<file path="src/design/sldc_pkg.sv">
`default_nettype none
package sldc_pkg;
    // data memory bus geometry
    localparam int ADDR_W = 8;
    localparam int DATA_W = 4;
    // display memory window, 48 words of 4 bits
    localparam logic [7:0] DISP_FIRST = 8'h80;
    localparam logic [7:0] DISP_LAST  = 8'hAF;
    localparam int         DISP_WORDS = 48;
    // control register offset and fields
    localparam logic [7:0] CTRL_ADDR   = 8'hDE;
    localparam int         DUTY_HI_BIT = 3;
    localparam int         DUTY_LO_BIT = 2;
    localparam int         ENABLE_BIT  = 0;
    localparam logic [1:0] DUTY_RESET  = 2'h0;
    localparam logic       ENABLE_RESET = 1'b0;
    // panel geometry
    localparam int SEG_N = 32;
    localparam int COM_N = 4;
    // common scan timing: each common slot lasts this long
    localparam int COM_SLOT_US   = 2000;
    localparam int CLK_PERIOD_NS = 50;
    localparam int COM_SLOT_CYC  = COM_SLOT_US * 1000 / CLK_PERIOD_NS;
    // multiplex duty codes
    typedef enum logic [1:0] {
        SLDC_DUTY4 = 2'b00,
        SLDC_DUTY3 = 2'b01,
        SLDC_DUTY2 = 2'b10,
        SLDC_DUTY1 = 2'b11
    } sldc_duty_t;
endpackage
`default_nettype wire

</file>
<file path="src/design/sldc_top.sv">
// Function
// 192 bits of display memory as 48 four-bit words at data addresses 80H to AFH.
// display memory is write-only; reads of it return no stored data.
// a stored one lights its mapped segment, a zero leaves it dark.
// duty field 00/01/10/11 selects 1/4, 1/3, 1/2, 1/1 dynamic drive.
// with 32 segments, 4/3/2/1 commons use 128/96/64/32 memory bits.
// memory bits not mapped under the current duty never reach the panel.
// a build-time map assigns memory bits to segment and common positions.
// display enable high shows the display; low forces every segment off.
// reset clears both duty bits and the enable bit (1/4 duty, display off).
// the unused control bit ignores writes and reads as zero.
// software must write all display memory before enabling the display.
// display memory and control are decoded with no page selection.
// active commons are scanned in turn at a fixed rate, segments per common.
`timescale 1ns/1ns
`default_nettype none
module sldc_top
    import sldc_pkg::*;
#(
    parameter int SLOT_CYC = COM_SLOT_CYC,
    // build-time map: entry s*4+c holds the memory bit index (0..191) for seg s, com c
    parameter logic [SEG_N*COM_N*8-1:0] SEG_MAP = '0
) (
    // clock and reset
    input  wire logic              ref_clk,
    input  wire logic              rst_n,
    // data memory bus
    input  wire logic [ADDR_W-1:0] bus_addr,
    input  wire logic [DATA_W-1:0] bus_wdata,
    input  wire logic              bus_wr,
    input  wire logic              bus_rd,
    output logic      [DATA_W-1:0] bus_rdata,
    // panel drive
    output logic      [COM_N-1:0]  com_active,
    output logic      [SEG_N-1:0]  seg_lit,
    output logic                   display_on
);
    // elaboration check: a zero-length slot would never advance the scan
    if (SLOT_CYC < 1) begin : g_bad_slot
        $error("slot length must be at least one cycle");
    end

    ////////////////////////////////////////////////////////////////////////
    // bus decode, page bits are not part of the address
    // direct decode
    logic disp_hit;
    logic ctrl_hit;
    assign disp_hit = (bus_addr >= DISP_FIRST) && (bus_addr <= DISP_LAST);
    assign ctrl_hit = (bus_addr == CTRL_ADDR);

    ////////////////////////////////////////////////////////////////////////
    // display memory, not reset on purpose (software fills it first)
    logic [DATA_W-1:0] disp_mem [DISP_WORDS];
    logic [5:0]        disp_idx;
    assign disp_idx = 6'(bus_addr - DISP_FIRST);

    // word write into display memory
    always_ff @(posedge ref_clk) begin
        if (bus_wr && disp_hit) begin
            disp_mem[disp_idx] <= bus_wdata;
        end
    end

    // flat view for the segment map
    logic [DISP_WORDS*DATA_W-1:0] disp_flat;
    genvar w;
    generate
        for (w = 0; w < DISP_WORDS; w++) begin : g_flat
            assign disp_flat[w*DATA_W +: DATA_W] = disp_mem[w];
        end
    endgenerate

    ////////////////////////////////////////////////////////////////////////
    // control register
    logic [1:0] duty_sel;
    logic       display_enable;
    logic [1:0] next_duty_sel;
    logic       next_display_enable;

    // only duty and enable bits are stored
    always_comb begin
        next_duty_sel       = duty_sel;
        next_display_enable = display_enable;
        if (bus_wr && ctrl_hit) begin
            next_duty_sel       = {bus_wdata[DUTY_HI_BIT], bus_wdata[DUTY_LO_BIT]};
            next_display_enable = bus_wdata[ENABLE_BIT];
        end
    end

    // reset to 1/4 duty, display off
    always_ff @(posedge ref_clk) begin
        if (!rst_n) begin
            duty_sel       <= DUTY_RESET;
            display_enable <= ENABLE_RESET;
        end else begin
            duty_sel       <= next_duty_sel;
            display_enable <= next_display_enable;
        end
    end

    // read path; display memory reads as zero, bit 1 always zero
    // no data from display memory
    always_comb begin
        bus_rdata = 4'h0;
        if (bus_rd && ctrl_hit) begin
            bus_rdata[DUTY_HI_BIT] = duty_sel[1];
            bus_rdata[DUTY_LO_BIT] = duty_sel[0];
            bus_rdata[ENABLE_BIT]  = display_enable;
        end
    end

    ////////////////////////////////////////////////////////////////////////
    // common scan: slot timer and common counter
    logic [2:0]  com_count;
    logic [1:0]  com_idx;
    logic [31:0] slot_cnt;
    logic [1:0]  next_com_idx;
    logic [31:0] next_slot_cnt;

    // duty code to number of commons
    always_comb begin
        case (sldc_duty_t'(duty_sel))
            SLDC_DUTY4: com_count = 3'h4;
            SLDC_DUTY3: com_count = 3'h3;
            SLDC_DUTY2: com_count = 3'h2;
            SLDC_DUTY1: com_count = 3'h1;
            default:    com_count = 3'h4;
        endcase
    end

    // step through active commons each slot
    always_comb begin
        next_slot_cnt = slot_cnt + 32'h1;
        next_com_idx  = com_idx;
        if (slot_cnt >= 32'(SLOT_CYC - 1)) begin
            next_slot_cnt = 32'h0;
            next_com_idx  = ({1'b0, com_idx} + 3'h1 >= com_count) ? 2'h0 : com_idx + 2'h1;
        end else if ({1'b0, com_idx} >= com_count) begin
            // duty shrank under the scan; restart at common 0
            next_com_idx = 2'h0;
        end
    end

    always_ff @(posedge ref_clk) begin
        if (!rst_n) begin
            slot_cnt <= 32'h0;
            com_idx  <= 2'h0;
        end else begin
            slot_cnt <= next_slot_cnt;
            com_idx  <= next_com_idx;
        end
    end

    ////////////////////////////////////////////////////////////////////////
    // segment selection through the build-time map
    logic [SEG_N-1:0] next_seg;
    genvar s;
    generate
        for (s = 0; s < SEG_N; s++) begin : g_seg
            logic [7:0] map_bit;
            assign map_bit = SEG_MAP[(s*COM_N + com_idx)*8 +: 8];
            // mapped bit lights the segment
            // unmapped common or display off forces dark
            // map values past the last memory bit mean an unconnected segment
            assign next_seg[s] = display_enable && ({1'b0, com_idx} < com_count)
                                 && (32'(map_bit) < DISP_WORDS * DATA_W)
                                 && disp_flat[map_bit];
        end
    endgenerate

    logic [COM_N-1:0] next_com;
    always_comb begin
        next_com = '0;
        // a common beyond the duty stays idle for the one cycle the scan needs to restart
        if (display_enable && ({1'b0, com_idx} < com_count)) next_com[com_idx] = 1'b1;
    end

    // registered panel outputs
    // only active commons drive bits
    always_ff @(posedge ref_clk) begin
        if (!rst_n) begin
            seg_lit    <= '0;
            com_active <= '0;
            display_on <= 1'b0;
        end else begin
            seg_lit    <= next_seg;
            com_active <= next_com;
            display_on <= display_enable;
        end
    end
endmodule
`default_nettype wire

</file>
<file path="config.mk">
export PLATFORM = sky130hd
export DESIGN_NAME = sldc_top
export DESIGN_NICKNAME = d
export VERILOG_FILES = /design/src/design/sldc_pkg.sv /design/src/design/sldc_top.sv
export SDC_FILE = /design/constraint.sdc
export NUM_CORES = 1
export LEC_CHECK = 0
export BUFFER_PORTS_ARGS = -buffer_cell sky130_fd_sc_hd__buf_4
export CORE_ASPECT_RATIO = 1.2
export CORE_MARGIN = 3
export CORE_UTILIZATION = 40
export CTS_CLUSTER_SIZE = 14
export DETAILED_ROUTE_END_ITERATION = 10
export SLEW_MARGIN = 10
export SYNTH_ARGS = -nofsm -noshare
export SYNTH_HDL_FRONTEND = slang
export SYNTH_SLANG_ARGS = --single-unit
</file>
<file path="constraint.sdc">
create_clock -name ref_clk -period 3.9 [get_ports ref_clk]
set_clock_uncertainty 0.05 [all_clocks]
set_input_delay 0.195 -clock ref_clk [delete_from_list [all_inputs] [get_ports ref_clk]]
set_output_delay 0.195 -clock ref_clk [all_outputs]
set_load 0.005 [all_outputs]
</file>
Word level (Yosys, flattened, before mapping):

Memory sizes are Yosys's and may differ from the RTL's.
Cells that the tools add are included.
Widths: inputs -> output; s select.

* $add $sub $neg: 35
* order comparisons: 72
* equality and inequality tests: 4
* shifts and indexed selects: 32
* muxes and demuxes: 74
* bitwise logic cells: 1
* reduce and logical (&&, ||, !) cells: 74

Operators by type and width (count)
* $shiftx 1024x12->8 const A: 16
* $shiftx 1024x11->8 const A: 8
* $shiftx 1024x10->8 const A: 4
* $shiftx 1024x9->8 const A: 2
* $shiftx 1024x6->8 const A: 1
* $shiftx 1024x8->8 const A: 1
* $lt 8x9->1 const B: 32
* $bmux 1 s8: 32
* $lt 8x8->1 const B: 32
* $add 7x2->8 const A: 16
* $logic_and 1x1->1: 70
* $add 6x2->7 const A: 8
* $mux 1: 36
* $add 32x1->32 const B: 1
* $ge 32x16->1 const B: 1
* $add 5x2->6 const A: 4
* $pmux 3 s4: 1
* $add 4x2->5 const A: 2
* $eq 8x8->1 const B: 1
* $ge 8x8->1 const B: 1
* $le 8x8->1 const B: 1
* $mux 2: 4
* $sub 6x1->6 const B: 1
* $add 3x2->4 const A: 1
* other kinds (15): 16

* register bits: 74
* bits in writable memories: 192
* input port bits: 16
* output and inout port bits: 41
* word-level logic and storage cells: 300
* memories: 1

Memory list
* disp_mem: words 48, width 4, rd ports 48, clocked after Yosys merged registers in 0, wr ports 1, RTL line sldc_top.sv:53 `logic [DATA_W-1:0] disp_mem [DISP_WORDS];`

Logic depth before layout (Yosys ltp):

Gate-level depths: netlist of run 1.

* depth after elaboration: 6
* mapped depth: 8
* gate-level depth less buffers: 8

Worst setup path before layout of run 1:

No wires, ideal clock.

* path type: reg2reg
* start point: register duty_sel[0]
* end point: register com_idx[0]
* setup time: 0.070 ns
* data arrival time: 1.591 ns
* required time: 3.780 ns
* slack: 2.188 ns
* stages on the path, launching flop included: 9
* path buffers: 0
* clock period less this slack: 1.712 ns
* cell sequence: dfxtp_1 -> inv_1 -> ha_1 -> inv_1 -> ha_1 -> a21oi_1 -> o21a_1 -> nor4b_1 -> o21bai_1

* longest elaborated chain between the ends: 5
* elaborated cells on any way between the ends: 10
* those cells by class: order compare: 2; eq/ne: 3; mux: 3; reduce/logical: 2

RTL lines
* start, declared: RTL line sldc_top.sv:75 `logic [1:0] duty_sel;`
* start signal, assigned: RTL line sldc_top.sv:96 `duty_sel <= next_duty_sel;`
* $eq 2x2->1, or another cell as far along: RTL line sldc_top.sv:122 `case (sldc_duty_t'(duty_sel))`
* $pmux 3 s4 (*): RTL line sldc_top.sv:122
* $ge 3x3->1: RTL line sldc_top.sv:137 `next_com_idx = ({1'b0, com_idx} + 3'h1 >= com_count) ? 2'h0 : com_idx + 2'h1;`
* $mux 2: RTL line sldc_top.sv:137
* $mux 2: RTL line sldc_top.sv:135 `if (slot_cnt >= 32'(SLOT_CYC - 1)) begin`
* end signal, assigned: RTL line sldc_top.sv:150 `com_idx <= next_com_idx;`
* end, declared: RTL line sldc_top.sv:115 `logic [1:0] com_idx;`

Every way passes the cells marked *; elsewhere a longest branch is shown, timed or not.
A chain may end at the register's enable or synchronous reset.

Final worst setup path of run 1:

Same ends and word-level chain as after synthesis.

==> results of run 1 <==
layout by cell type (no fill, tap or decap), types with 2 or more instances in the layout:
master                     Yosys  layout
sky130_fd_sc_hd__inv_1         9       9
sky130_fd_sc_hd__dfxtp_1      43      43
sky130_fd_sc_hd__and2_1        4       4
sky130_fd_sc_hd__ha_1         11      11
sky130_fd_sc_hd__nand2_1       8       8
sky130_fd_sc_hd__nand4_1       4       4
sky130_fd_sc_hd__nand3_1       6       6
sky130_fd_sc_hd__o21bai_1      2       2
sky130_fd_sc_hd__nor4_1        5       5
sky130_fd_sc_hd__a211o_1       2       2
sky130_fd_sc_hd__clkbuf_8      0       6
sky130_fd_sc_hd__a21oi_1       2       2
sky130_fd_sc_hd__xor2_1        6       6
sky130_fd_sc_hd__nor2_1       22      22
sky130_fd_sc_hd__xnor2_1       6       6
sky130_fd_sc_hd__buf_4        32      54
sky130_fd_sc_hd__conb_1        1      17
sky130_fd_sc_hd__nor3_1        2       2
sky130_fd_sc_hd__mux2i_1       4       4
sky130_fd_sc_hd__nor2b_1       3       3
sky130_fd_sc_hd__and3_1        8       8
routing by layer:
| metal | wire length (microns) | vias up | share of wire |
|---|---|---|---|
| met1 | 1260 | 573 | 0.43 |
| met4 | 21 | 0 | 0.0072 |
| met5 | 0 | - | 0 |
| met3 | 275 | 2 | 0.094 |
| met2 | 1370 | 39 | 0.47 |
| li1 | - | 700 | - |
through the flow:
step	power (mW)	instance area (sq um)	setup slack, ps
after floorplan	0.503	2000	2190
after CTS	0.853	2330	1950
after detailed placement	0.522	2220	1970
final	0.836	2330	1990
after global placement	0.520	2220	1970
after global routing	0.883	2330	1740
registers in the layout (all words and copies together) (netlist names):
register,count
display_enable,1
slot_cnt,32
display_on,1
com_active,4
com_idx,2
seg_lit,1
disp_mem,1
duty_sel,2
path summary, 6_finish.rpt:
kind                  startpoint             end  slack (ps)  depth (start not counted)
setup / recovery     duty_sel[0]      com_idx[0]        1990                          8
hold reg to reg   disp_mem[0][0]     seg_lit[30]         430                          1
setup reg to reg     duty_sel[0]      com_idx[0]        1990                          8
hold / removal      bus_wdata[0]  disp_mem[0][0]          40                          1
cells in the mapped netlist:
master / count / area, sq um
sky130_fd_sc_hd__nand2b_1: 1 / 6.26
sky130_fd_sc_hd__o21ai_0: 1 / 5.00
sky130_fd_sc_hd__o21a_1: 1 / 7.51
sky130_fd_sc_hd__a21oi_1: 2 / 10.0
sky130_fd_sc_hd__nor3b_1: 1 / 7.51
sky130_fd_sc_hd__and2_1: 4 / 25.0
sky130_fd_sc_hd__or3_1: 1 / 6.26
sky130_fd_sc_hd__and3_4: 1 / 11.3
sky130_fd_sc_hd__or4_1: 1 / 7.51
sky130_fd_sc_hd__nor4_1: 5 / 31.3
sky130_fd_sc_hd__dfxtp_1: 43 / 861
sky130_fd_sc_hd__edfxtp_1: 1 / 30.0
sky130_fd_sc_hd__nor4b_1: 1 / 8.76
sky130_fd_sc_hd__and3_1: 8 / 50.1
sky130_fd_sc_hd__nand4_1: 4 / 25.0
sky130_fd_sc_hd__ha_1: 11 / 138
sky130_fd_sc_hd__nor2_1: 22 / 82.6
sky130_fd_sc_hd__buf_4: 32 / 240
sky130_fd_sc_hd__or3b_1: 1 / 8.76
sky130_fd_sc_hd__nor2b_1: 3 / 18.8
sky130_fd_sc_hd__buf_6: 2 / 22.5
sky130_fd_sc_hd__conb_1: 1 / 3.75
sky130_fd_sc_hd__nand3_1: 6 / 30.0
sky130_fd_sc_hd__a31oi_1: 1 / 6.26
sky130_fd_sc_hd__inv_1: 9 / 33.8
sky130_fd_sc_hd__a21o_1: 1 / 7.51
sky130_fd_sc_hd__nor3_1: 2 / 10.0
sky130_fd_sc_hd__a41oi_1: 1 / 8.76
sky130_fd_sc_hd__a211o_1: 2 / 17.5
sky130_fd_sc_hd__xor2_1: 6 / 52.6
sky130_fd_sc_hd__mux2i_1: 4 / 40.0
sky130_fd_sc_hd__and4_4: 1 / 11.3
sky130_fd_sc_hd__o211ai_1: 1 / 7.51
sky130_fd_sc_hd__nand2_1: 8 / 30.0
sky130_fd_sc_hd__o21bai_1: 2 / 15.0
sky130_fd_sc_hd__o31ai_2: 1 / 12.5
sky130_fd_sc_hd__xnor2_1: 6 / 52.6
critical path, cell delays in order, from the launching register on:
cell and delay [ps]:
sky130_fd_sc_hd__dfxtp_1 400, sky130_fd_sc_hd__inv_1 60, sky130_fd_sc_hd__ha_1 300, sky130_fd_sc_hd__inv_1 90, sky130_fd_sc_hd__ha_1 220, sky130_fd_sc_hd__a21oi_1 130
sky130_fd_sc_hd__o21a_1 240, sky130_fd_sc_hd__nor4b_1 230, sky130_fd_sc_hd__o21bai_1 130
report_power, final:
part	total, mW	leakage (nW)	internal, mW	switching (mW)
Clock	0.326	0.0596	0.183	0.142
Combinational	0.0413	0.640	0.0226	0.0187
Sequential	0.469	0.362	0.462	0.00660
layout make-up:
type                       count  area [sq um]
fill                         436          2290
clock inverter                 1          8.76
tap                           58          72.6
inverter                       9          33.8
clock buffer                   7           108
multi-input combinational    127           815
sequential                    44           891
timing repair buffer          54           405
cell families (layout without fill, tap and decap cells):
logic type,Yosys count,count (layout),synth area share
other cells,1,17,0.00193
mux,4,4,0.0206
flops,44,44,0.459
buf+inv,43,71,0.153
xor+xnor,12,12,0.0541
compound gates,13,13,0.0503
simple gates,70,70,0.191
fa+ha+maj,11,11,0.0709
==> results.md, run 1 <==
- For this block, the routed nets add up to 2930 microns of wire.
- The unique cell type count in the Yosys netlist is 37.
- Setup total negative slack on the finished layout was measured at 0 ps.
- The DRC violations left is 0.
- The growth of design area from synthesis to finish is 20.2%.
- Dividing the final minimum period by the clock period gives 0.489.
- The number of antenna-violating nets in the routed design is 0.
- On the final layout, the worst hold slack is 43.8 ps.
- The total global routing overflow is 0.
- The H-tree was split into 2 levels.
- For this design, the CTS-stage hold fixing added 0 buffers.
- At the end of routability-driven placement, the weighted congestion stood at 0.723.
- The classification of the worst-slack hold path is in -> reg.
- The kind of critical path is reg -> reg.
- The total die area is 0.00573 sq mm.
- The sequential cell area fraction in the yosys report is 0.459.
- The later pin in the worst-skew pair is clocked with a latency of 280 ps.
- Detailed placement ended at an HPWL of 2270 microns.
- The post-layout minimum cycle time is 1910 ps.
- Headroom to the max-slew limit came out at 0.424.
- For this run, the post-layout net count is 268.
- The CTS tree is yes.
- The measured slew at the worst slew-check pin is 862 ps.
- The endpoint arrival time on the critical path is 2080 ps.
- The required time of the worst setup path is 4070 ps.
- The core region area is 0.00463 sq mm.
- The nature of the critical path endpoint is a flop.
- The post-synthesis instance area is 0.00194 sq mm.
- The achievable frequency is 0.524 GHz.
- The number of buffers inserted to repair setup after CTS is 0.
- The initial antenna violation count is 0.
- Pin placement for this block handled 57 I/O pins.
- For this design the static power due to leakage is 1.06 nW.
- The met1 layer usage reported by global route is 0.114.
- In the global route stage, met3 resource usage came out at 0.0448.
- The clock drives 44 sinks.
- The iteration-0 DRC count of the detailed router is 50.
- For this block, the via count after detailed routing is 1314.
- For this run, the share of the core covered by cells in the final layout is 0.504.
- Averaged over all synthesized cells, the footprint is 9.81 sq um.
- The count of max-cap constraint violations is 0.
- Including well taps, the total number of placed cells is 292.
- The number of global-route vias before repair came to 1178.
- Setup repair after global routing left no endpoint under its margin.
- TritonCTS created 5 clock buffers.
- The overall die width is 69.6 microns.
- In the routed layout, each cell is associated on average with a via count of 4.38.
- In this run the most used layer during global routing was met2.
- The run finished with clean final reports.
- The total of flip-flops plus latches after synthesis is 44.
- The antenna diode instance count is 0.
- The initial utilization of the core area, before any placement, comes to 0.420.
- The element type at the critical path start is a flop.
- The highest ir drop seen on vdd is 0.000378 V.
- The global routing usage on met2 is 0.186.
- The maximum buffer depth of the clock tree is 2.
- The hold violation total from the final report is 0.
- After detailed routing, the average wire length per cell comes to 9.77 microns.
- The finished layout holds 300 standard cells, fillers aside.
- The post-synthesis instance total is 198.
- The detailed-router iteration count before antenna repair is 4.
- The tree is rooted in a sky130_fd_sc_hd__clkbuf_8.
- The pin count of the biggest net entering global routing is 33.
- The layout cell share with drive strength beyond 1 is 0.269.
- The global-route wire length before repair is 4900 microns.
- The Yosys step of the flow raised 0 warnings.
- Setup violations remaining at the end of the flow were counted as 0.
- Along the worst path, the maximum fanout reaches 7.
- The post-CTS resize count is 0.
- The clock slew seen by the registers of the worst setup and hold paths is 80 ps.
- Measured along the y axis, the die boundary spans 82.3 microns.
- Buffers placed on the I/O ports in this run total 54.
- The power density relative to cell area is 358 mW/mm^2.
- The row count is 27.
- The number of pins exceeding their max-slew limit in the final report is 0.
- The global router's overall resource usage is 0.105.
(Power assumes the default switching activity.)
==> run 2: changes to the inputs <==
Clock period 3.9 ns to 1.8 ns, I/O delays scaled along.
==> run 2 against run 1 <==
Net effect: clock-buffer cell count down 1; fmax up 13%; via count up 7.0%.
==> results.md, run 2 (same netlist as run 1, synthesis figures left out) <==
- Run status: complete, no violations (unchanged).
- Setup repair after global routing missed its margin: false (unchanged).
- The weighted congestion reported at the end of routability-driven placement is 0.746 (was 0.723).
- The average wire per standard cell came to 10.1 microns (was 9.77 microns).
- The row count is 27 (unchanged).
- The final setup violation count came to 0 (unchanged).
- The core region area is 0.00463 sq mm (unchanged).
- The classification of the worst-slack hold path is in -> reg (unchanged).
- The number of levels the H-tree was split into was 2 (unchanged).
- The total global routing overflow is 0 (unchanged).
- The number of global-route vias before repair came to 1274 (was 1178).
- The worst setup slack for register-to-register paths was 110 ps (was 1990 ps).
- The flip-flop count of the largest register after layout is 32 (unchanged).
- The overall die width was 69.6 microns (unchanged).
- The clock slew seen by the registers of the worst setup and hold paths is 90 ps (was 80 ps).
- The count of buffers from port buffering was 54 (unchanged).
- Highest-count cells in the layout ignoring fill and taps: sky130_fd_sc_hd__buf_4, sky130_fd_sc_hd__dfxtp_1, sky130_fd_sc_hd__nor2_1, sky130_fd_sc_hd__conb_1, sky130_fd_sc_hd__ha_1 (unchanged).
- The hold violation total from the final report is 0 (unchanged).
- The clock sink count is 44 (unchanged).
- The power density relative to cell area was 739 mW/mm^2 (was 358 mW/mm^2).
- The highest ir drop seen on vdd is 0.000492 V (was 0.000378 V).
- The post-layout minimum cycle time came to 1690 ps (was 1910 ps).
- The nature of the critical path endpoint was a flop (unchanged).
- The endpoint arrival time on the critical path is 1870 ps (was 2080 ps).
- The worst setup slack before clock tree synthesis came to 46.7 ps (was 1970 ps).
- The element type at the critical path start is a flop (unchanged).
- Biggest regs: slot_cnt x32, com_active x4 (unchanged).
- The largest register by flop count is slot_cnt (unchanged).
- The initial antenna violation count is 0 (unchanged).
- The antenna diode instance count is 0 (unchanged).
- The CTS tree is yes (unchanged).
- The number of pins exceeding their max-slew limit in the final report is 0 (unchanged).
- The pin count of the biggest net entering global routing is 30 (was 33).
- The leakage power came to 1.15 nW (was 1.06 nW).
- The top fanout value on the critical path came to 3 (was 7).
- The final worst-path setup slack came to 110 ps (was 1990 ps).
- The buffer cell driving the clock tree root was sky130_fd_sc_hd__clkbuf_8 (unchanged).
- The achievable frequency is 0.592 GHz (was 0.524 GHz).
- The kind of critical path is reg -> reg (unchanged).
- The global-route wire length before repair was 5180 microns (was 4900 microns).
- The number of primary I/O pins came to 57 (unchanged).
- The number of antenna-violating nets in the routed design is 0 (unchanged).
- The layout cell share with drive strength beyond 1 is 0.315 (was 0.269).
- The maximum buffer depth of the clock tree was 2 (unchanged).
- The chip height is 82.3 microns (unchanged).
- The final worst-path cycle share is 0.939 (was 0.489).
- The number of nets in the final layout is 286 (was 268).
- The count of vias placed by the detailed router came to 1406 (was 1314).
- The via density per instance came to 4.42 (was 4.38).
- The most common cell after layout, fill and taps aside was sky130_fd_sc_hd__buf_4 (unchanged).
- The required time of the worst setup path is 1980 ps (was 4070 ps).
- The growth of design area from synthesis to finish is 28.4% (was 20.2%).
- The detailed-router iteration count before antenna repair is 4 (unchanged).
- The effective utilization at floorplan is 0.420 (unchanged).
- The post-DP HPWL came to 2450 microns (was 2270 microns).
- The clock latency reported for the late side of the worst-skew pair is 300 ps (was 280 ps).
- The number of buffers created by CTS is 5 (unchanged).
- The total die area is 0.00573 sq mm (unchanged).
- The count of max-cap constraint violations is 0 (unchanged).
- The total negative slack was 0 ps (unchanged).
- The overall routed net length was 3200 microns (was 2930 microns).
- The DRC violations left came to 0 (unchanged).
- The global router's overall resource usage is 0.113 (was 0.105).
- The iteration-0 DRC count of the detailed router is 44 (was 50).
[run 2: cell types whose count changed in the layout (fill, tap and decap cells not counted), sizes merged]
cell,delta
buf,+14
clkbuf,-1
inv,+1
clkinvlp,+1
dlygate4sd3,+4
clkinv,-1
[run 2: timing repair]
action	4_1_cts	5_1_grt
hold buffers	4	0
endpoints found under the hold margin	4	0
endpoints found under the setup margin	0	7
setup buffers	0	1
resized for setup	0	3
[run 2: critical path: stages (launching register included)]
cell,delay [ps]
sky130_fd_sc_hd__dfxtp_2,340
sky130_fd_sc_hd__inv_1,60
sky130_fd_sc_hd__ha_1,270
sky130_fd_sc_hd__inv_1,50
sky130_fd_sc_hd__ha_1,280
sky130_fd_sc_hd__a21o_1,180
sky130_fd_sc_hd__a211o_1,290
sky130_fd_sc_hd__o21bai_1,120
[run 2: cell type report]
cell class              count  area, sq um
fillers                   411         2140
clock inverters             2         16.3
clock buffers               6         93.8
inverters                   9         33.8
multi-input cells         127          833
well taps                  58         72.6
flip-flops and latches     44          892
repair buffers             72          551
[run 2: stage by stage]
step	area [sq um]	util	hold slack (ps)	std cells	total power, mW
global route	2490	0.539	21.3	318	1.93
floorplan	2000	-	139	214	1.09
CTS	2460	0.533	17.6	317	1.86
global placement	2310	0.500	228	305	1.14
detailed placement	2310	0.500	229	305	1.14
finish	2490	0.539	32.8	318	1.84
[run 2: worst paths after layout]
| kind | start | end | cells after the start |
|---|---|---|---|
| hold / removal | bus_addr[6] | disp_mem[0][0] | 2 |
| hold reg to reg | disp_mem[0][0] | seg_lit[30] | 1 |
| setup / recovery | duty_sel[1] | com_idx[0] | 7 |
| setup reg to reg | duty_sel[1] | com_idx[0] | 7 |
[run 2: metal layers]
layer | track usage | vias up | wire length [microns]
li1 | - | 735 | -
met1 | 0.114 | 623 | 1330
met2 | 0.198 | 42 | 1540
met3 | 0.0460 | 6 | 274
met4 | 0.0645 | 0 | 66
met5 | 0 | - | 0
[run 2: report_power, final]
| group | total (mW) | leakage (nW) | internal, mW | switching [mW] |
|---|---|---|---|---|
| combinational | 0.126 | 0.731 | 0.0695 | 0.0569 |
| clock | 0.706 | 0.0530 | 0.362 | 0.344 |
| sequential | 1.01 | 0.362 | 1.00 | 0.00759 |
| total | 1.84 | 1.15 | 1.43 | 0.409 |
==> run 3: changes to the inputs <==
Settings changed: PLACE_DENSITY from default to 0.7.
==> run 3 against run 2 <==
Net effect: global-route usage increased by 0.075 points; worst setup slack worse by 7.6 ps; highest routed layer unchanged; design area decreased by 0.90%; clock power up 14%; sequential cell count unchanged; first-iteration DRC count is 50% lower; clock-buffer cell count grew 1.
==> results.md, run 3 (same netlist as run 1, synthesis figures left out) <==
- The effective utilization at floorplan was 0.420 (unchanged).
- The start point of the worst min-delay path is rst_n (was bus_addr[6]).
- The average wire per standard cell is 9.78 microns (was 10.1 microns).
- The global router's overall resource usage came to 0.114 (was 0.113).
- The overall routed net length is 3070 microns (was 3200 microns).
- The row count is 27 (unchanged).
- The iteration-0 DRC count of the detailed router is 22 (was 44).
- The flip-flop count of the largest register after layout is 32 (unchanged).
- The leakage power is 1.15 nW (about the same).
- The post-DP HPWL is 2390 microns (was 2450 microns).
- The count of placed standard cells including taps is 305 (unchanged).
- The buffer cell driving the clock tree root is sky130_fd_sc_hd__clkbuf_8 (unchanged).
- The final worst-path cycle share is 0.943 (was 0.939).
- The switching part of the total came to 0.194 (was 0.222).
- The count of vias placed by the detailed router is 1399 (was 1406).
- Highest-count cells in the layout ignoring fill and taps: sky130_fd_sc_hd__buf_4, sky130_fd_sc_hd__dfxtp_1, sky130_fd_sc_hd__nor2_1, sky130_fd_sc_hd__conb_1, sky130_fd_sc_hd__ha_1 (unchanged).
- The clock latency reported for the late side of the worst-skew pair is 290 ps (was 300 ps).
- Run status: complete, no violations (unchanged).
- The nature of the critical path endpoint is a flop (unchanged).
- The post-layout instance count excluding filler cells is 314 (was 318).
- The weighted congestion reported at the end of routability-driven placement is 0.761 (was 0.746).
- The growth of design area from synthesis to finish is 27.2% (was 28.4%).
- The initial antenna violation count is 0 (unchanged).
- The number of nets in the final layout is 282 (was 286).
- The antenna diode instance count came to 0 (unchanged).
- The power density relative to cell area is 779 mW/mm^2 (was 739 mW/mm^2).
- The kind of critical path is reg -> reg (unchanged).
- The internal power is 1.55 mW (was 1.43 mW).
- The pin count of the biggest net entering global routing is 29 (was 30).
- The total die area is 0.00573 sq mm (unchanged).
- The core region area is 0.00463 sq mm (unchanged).
- The element type at the critical path start is a flop (unchanged).
- The number of antenna-violating nets in the routed design is 0 (unchanged).
- The number of buffers inserted to repair setup after CTS came to 0 (unchanged).
- The instance count along the most critical hold path is 2 (unchanged).
- The net switching power was 372 uW (was 409 uW).
- The clock slew seen by the registers of the worst setup and hold paths came to 80 ps (was 90 ps).
- The final setup violation count is 0 (unchanged).
- The count of max-cap constraint violations is 0 (unchanged).
- The count of fill cells added during filler insertion is 407 (was 411).
- The count of buffers from port buffering was 54 (unchanged).
- The number of global-route vias before repair came to 1241 (was 1274).
- The number of buffers created by CTS is 5 (unchanged).
- The endpoint arrival time on the critical path is 1880 ps (was 1870 ps).
- The layout cell share with drive strength beyond 1 came to 0.309 (was 0.315).
- The number of pins exceeding their max-slew limit in the final report is 0 (unchanged).
- The clock sink count is 44 (unchanged).
- The classification of the worst-slack hold path was in -> reg (unchanged).
- The register share of total power came to 0.525 (was 0.548).
- The post-layout minimum cycle time was 1700 ps (was 1690 ps).
- The global-route wire length before repair was 5110 microns (was 5180 microns).
- The total global routing overflow was 0 (unchanged).
- The final cell utilization of the core is 0.534 (was 0.539).
- The depth of the worst register-to-register path is 6 (was 7).
- The top fanout value on the critical path is 3 (unchanged).
- The number of levels the H-tree was split into is 2 (unchanged).
- The hold violation total from the final report was 0 (unchanged).
- The detailed-router iteration count before antenna repair is 4 (unchanged).
- The maximum buffer depth of the clock tree is 2 (unchanged).
- The combinational cell fraction of total power is 0.058 (was 0.069).
- The most common cell after layout, fill and taps aside is sky130_fd_sc_hd__buf_4 (unchanged).
- The DRC violations left is 0 (unchanged).
- The chip height is 82.3 microns (unchanged).
- The launch point of the worst reg-to-reg path is com_idx[0] (was duty_sel[1]).
- The CTS tree is yes (unchanged).
- The number of primary I/O pins was 57 (unchanged).
- The overall die width was 69.6 microns (unchanged).
- The worst setup slack for register-to-register paths is 100 ps (was 110 ps).
- The largest register by flop count is slot_cnt (unchanged).
- The portion of total power attributed to the clock network is 0.417 (was 0.383).
- The worst flop-to-flop path endpoint is com_idx[0] (unchanged).
- The worst setup slack before clock tree synthesis is 98.8 ps (was 46.7 ps).
- The required time of the worst setup path was 1980 ps (about the same).
- The via density per instance is 4.46 (was 4.42).
- Biggest regs: slot_cnt x32, com_active x4 (unchanged).
- The achievable frequency is 0.589 GHz (was 0.592 GHz).
- The worst hold endpoint is display_on (was disp_mem[0][0]).
- The highest ir drop seen on vdd is 0.000425 V (was 0.000492 V).
- The total negative slack is 0 ps (unchanged).
- The final worst-path setup slack is 102 ps (was 110 ps).
- Setup repair after global routing missed its margin: false (unchanged).
-- run 3: critical path: stages (launching register included) --
cell                       delay (ps)
sky130_fd_sc_hd__dfxtp_1          330
sky130_fd_sc_hd__inv_1             80
sky130_fd_sc_hd__ha_1             320
sky130_fd_sc_hd__ha_1             280
sky130_fd_sc_hd__a21o_1           170
sky130_fd_sc_hd__a211o_1          290
sky130_fd_sc_hd__o21bai_1         110
-- run 3: repair_timing --
action / CTS / global route
hold endpoints to repair: 2 / 0
hold buffers: 1 / 0
resized for setup: 0 / 1
setup endpoints to repair: 0 / 1
-- run 3: worst max path at each step --
stage               cells past startpoint  slack, ps          from     endpoint
finish                                  6        100    com_idx[0]   com_idx[0]
global route                            5         10  slot_cnt[24]  slot_cnt[4]
CTS                                     8         70   duty_sel[1]   com_idx[0]
detailed placement                      8        100   duty_sel[1]   com_idx[0]
global placement                        8        140   duty_sel[1]  seg_lit[30]
floorplan                               8         90   duty_sel[0]   com_idx[0]
-- run 3: metrics by stage --
stage	instance area, sq um	power, mW	hold slack (ps)
2_1_floorplan	2000	1.09	139
3_3_place_gp	2330	1.14	232
3_5_place_dp	2330	1.14	231
4_1_cts	2460	1.95	9.84
5_1_grt	2470	2.01	12.1
6_report	2470	1.92	13.0
-- run 3: metal layers --
layer  vias to the layer above  GRT usage  wire length [microns]
met5                         -          0                      0
met4                         0     0.0742                     67
met3                         7     0.0412                    248
met2                        43      0.198                   1440
met1                       626      0.116                   1310
li1                        723          -                      -
-- run 3: power groups by stage --
stage / combinational, mW / sequential [mW] / clock (mW)
after CTS: 0.111 / 1.01 / 0.825
after floorplan: 0.0545 / 1.04 / 0
after detailed placement: 0.109 / 1.03 / 0
after global placement: 0.105 / 1.03 / 0
final: 0.112 / 1.01 / 0.803
after global routing: 0.128 / 1.01 / 0.867
-- run 3: final cells by class --
| cell class | count | area (sq um) | area share |
|---|---|---|---|
| Clock buffer | 7 | 96.3 | 0.0390 |
| Clock inverter | 1 | 30.0 | 0.0122 |
| Inverter | 9 | 33.8 | 0.0137 |
| Multi-Input combinational cell | 127 | 821 | 0.332 |
| Sequential cell | 44 | 891 | 0.361 |
| Tap cell | 58 | 72.6 | 0.0294 |
| Timing Repair Buffer | 68 | 526 | 0.213 |
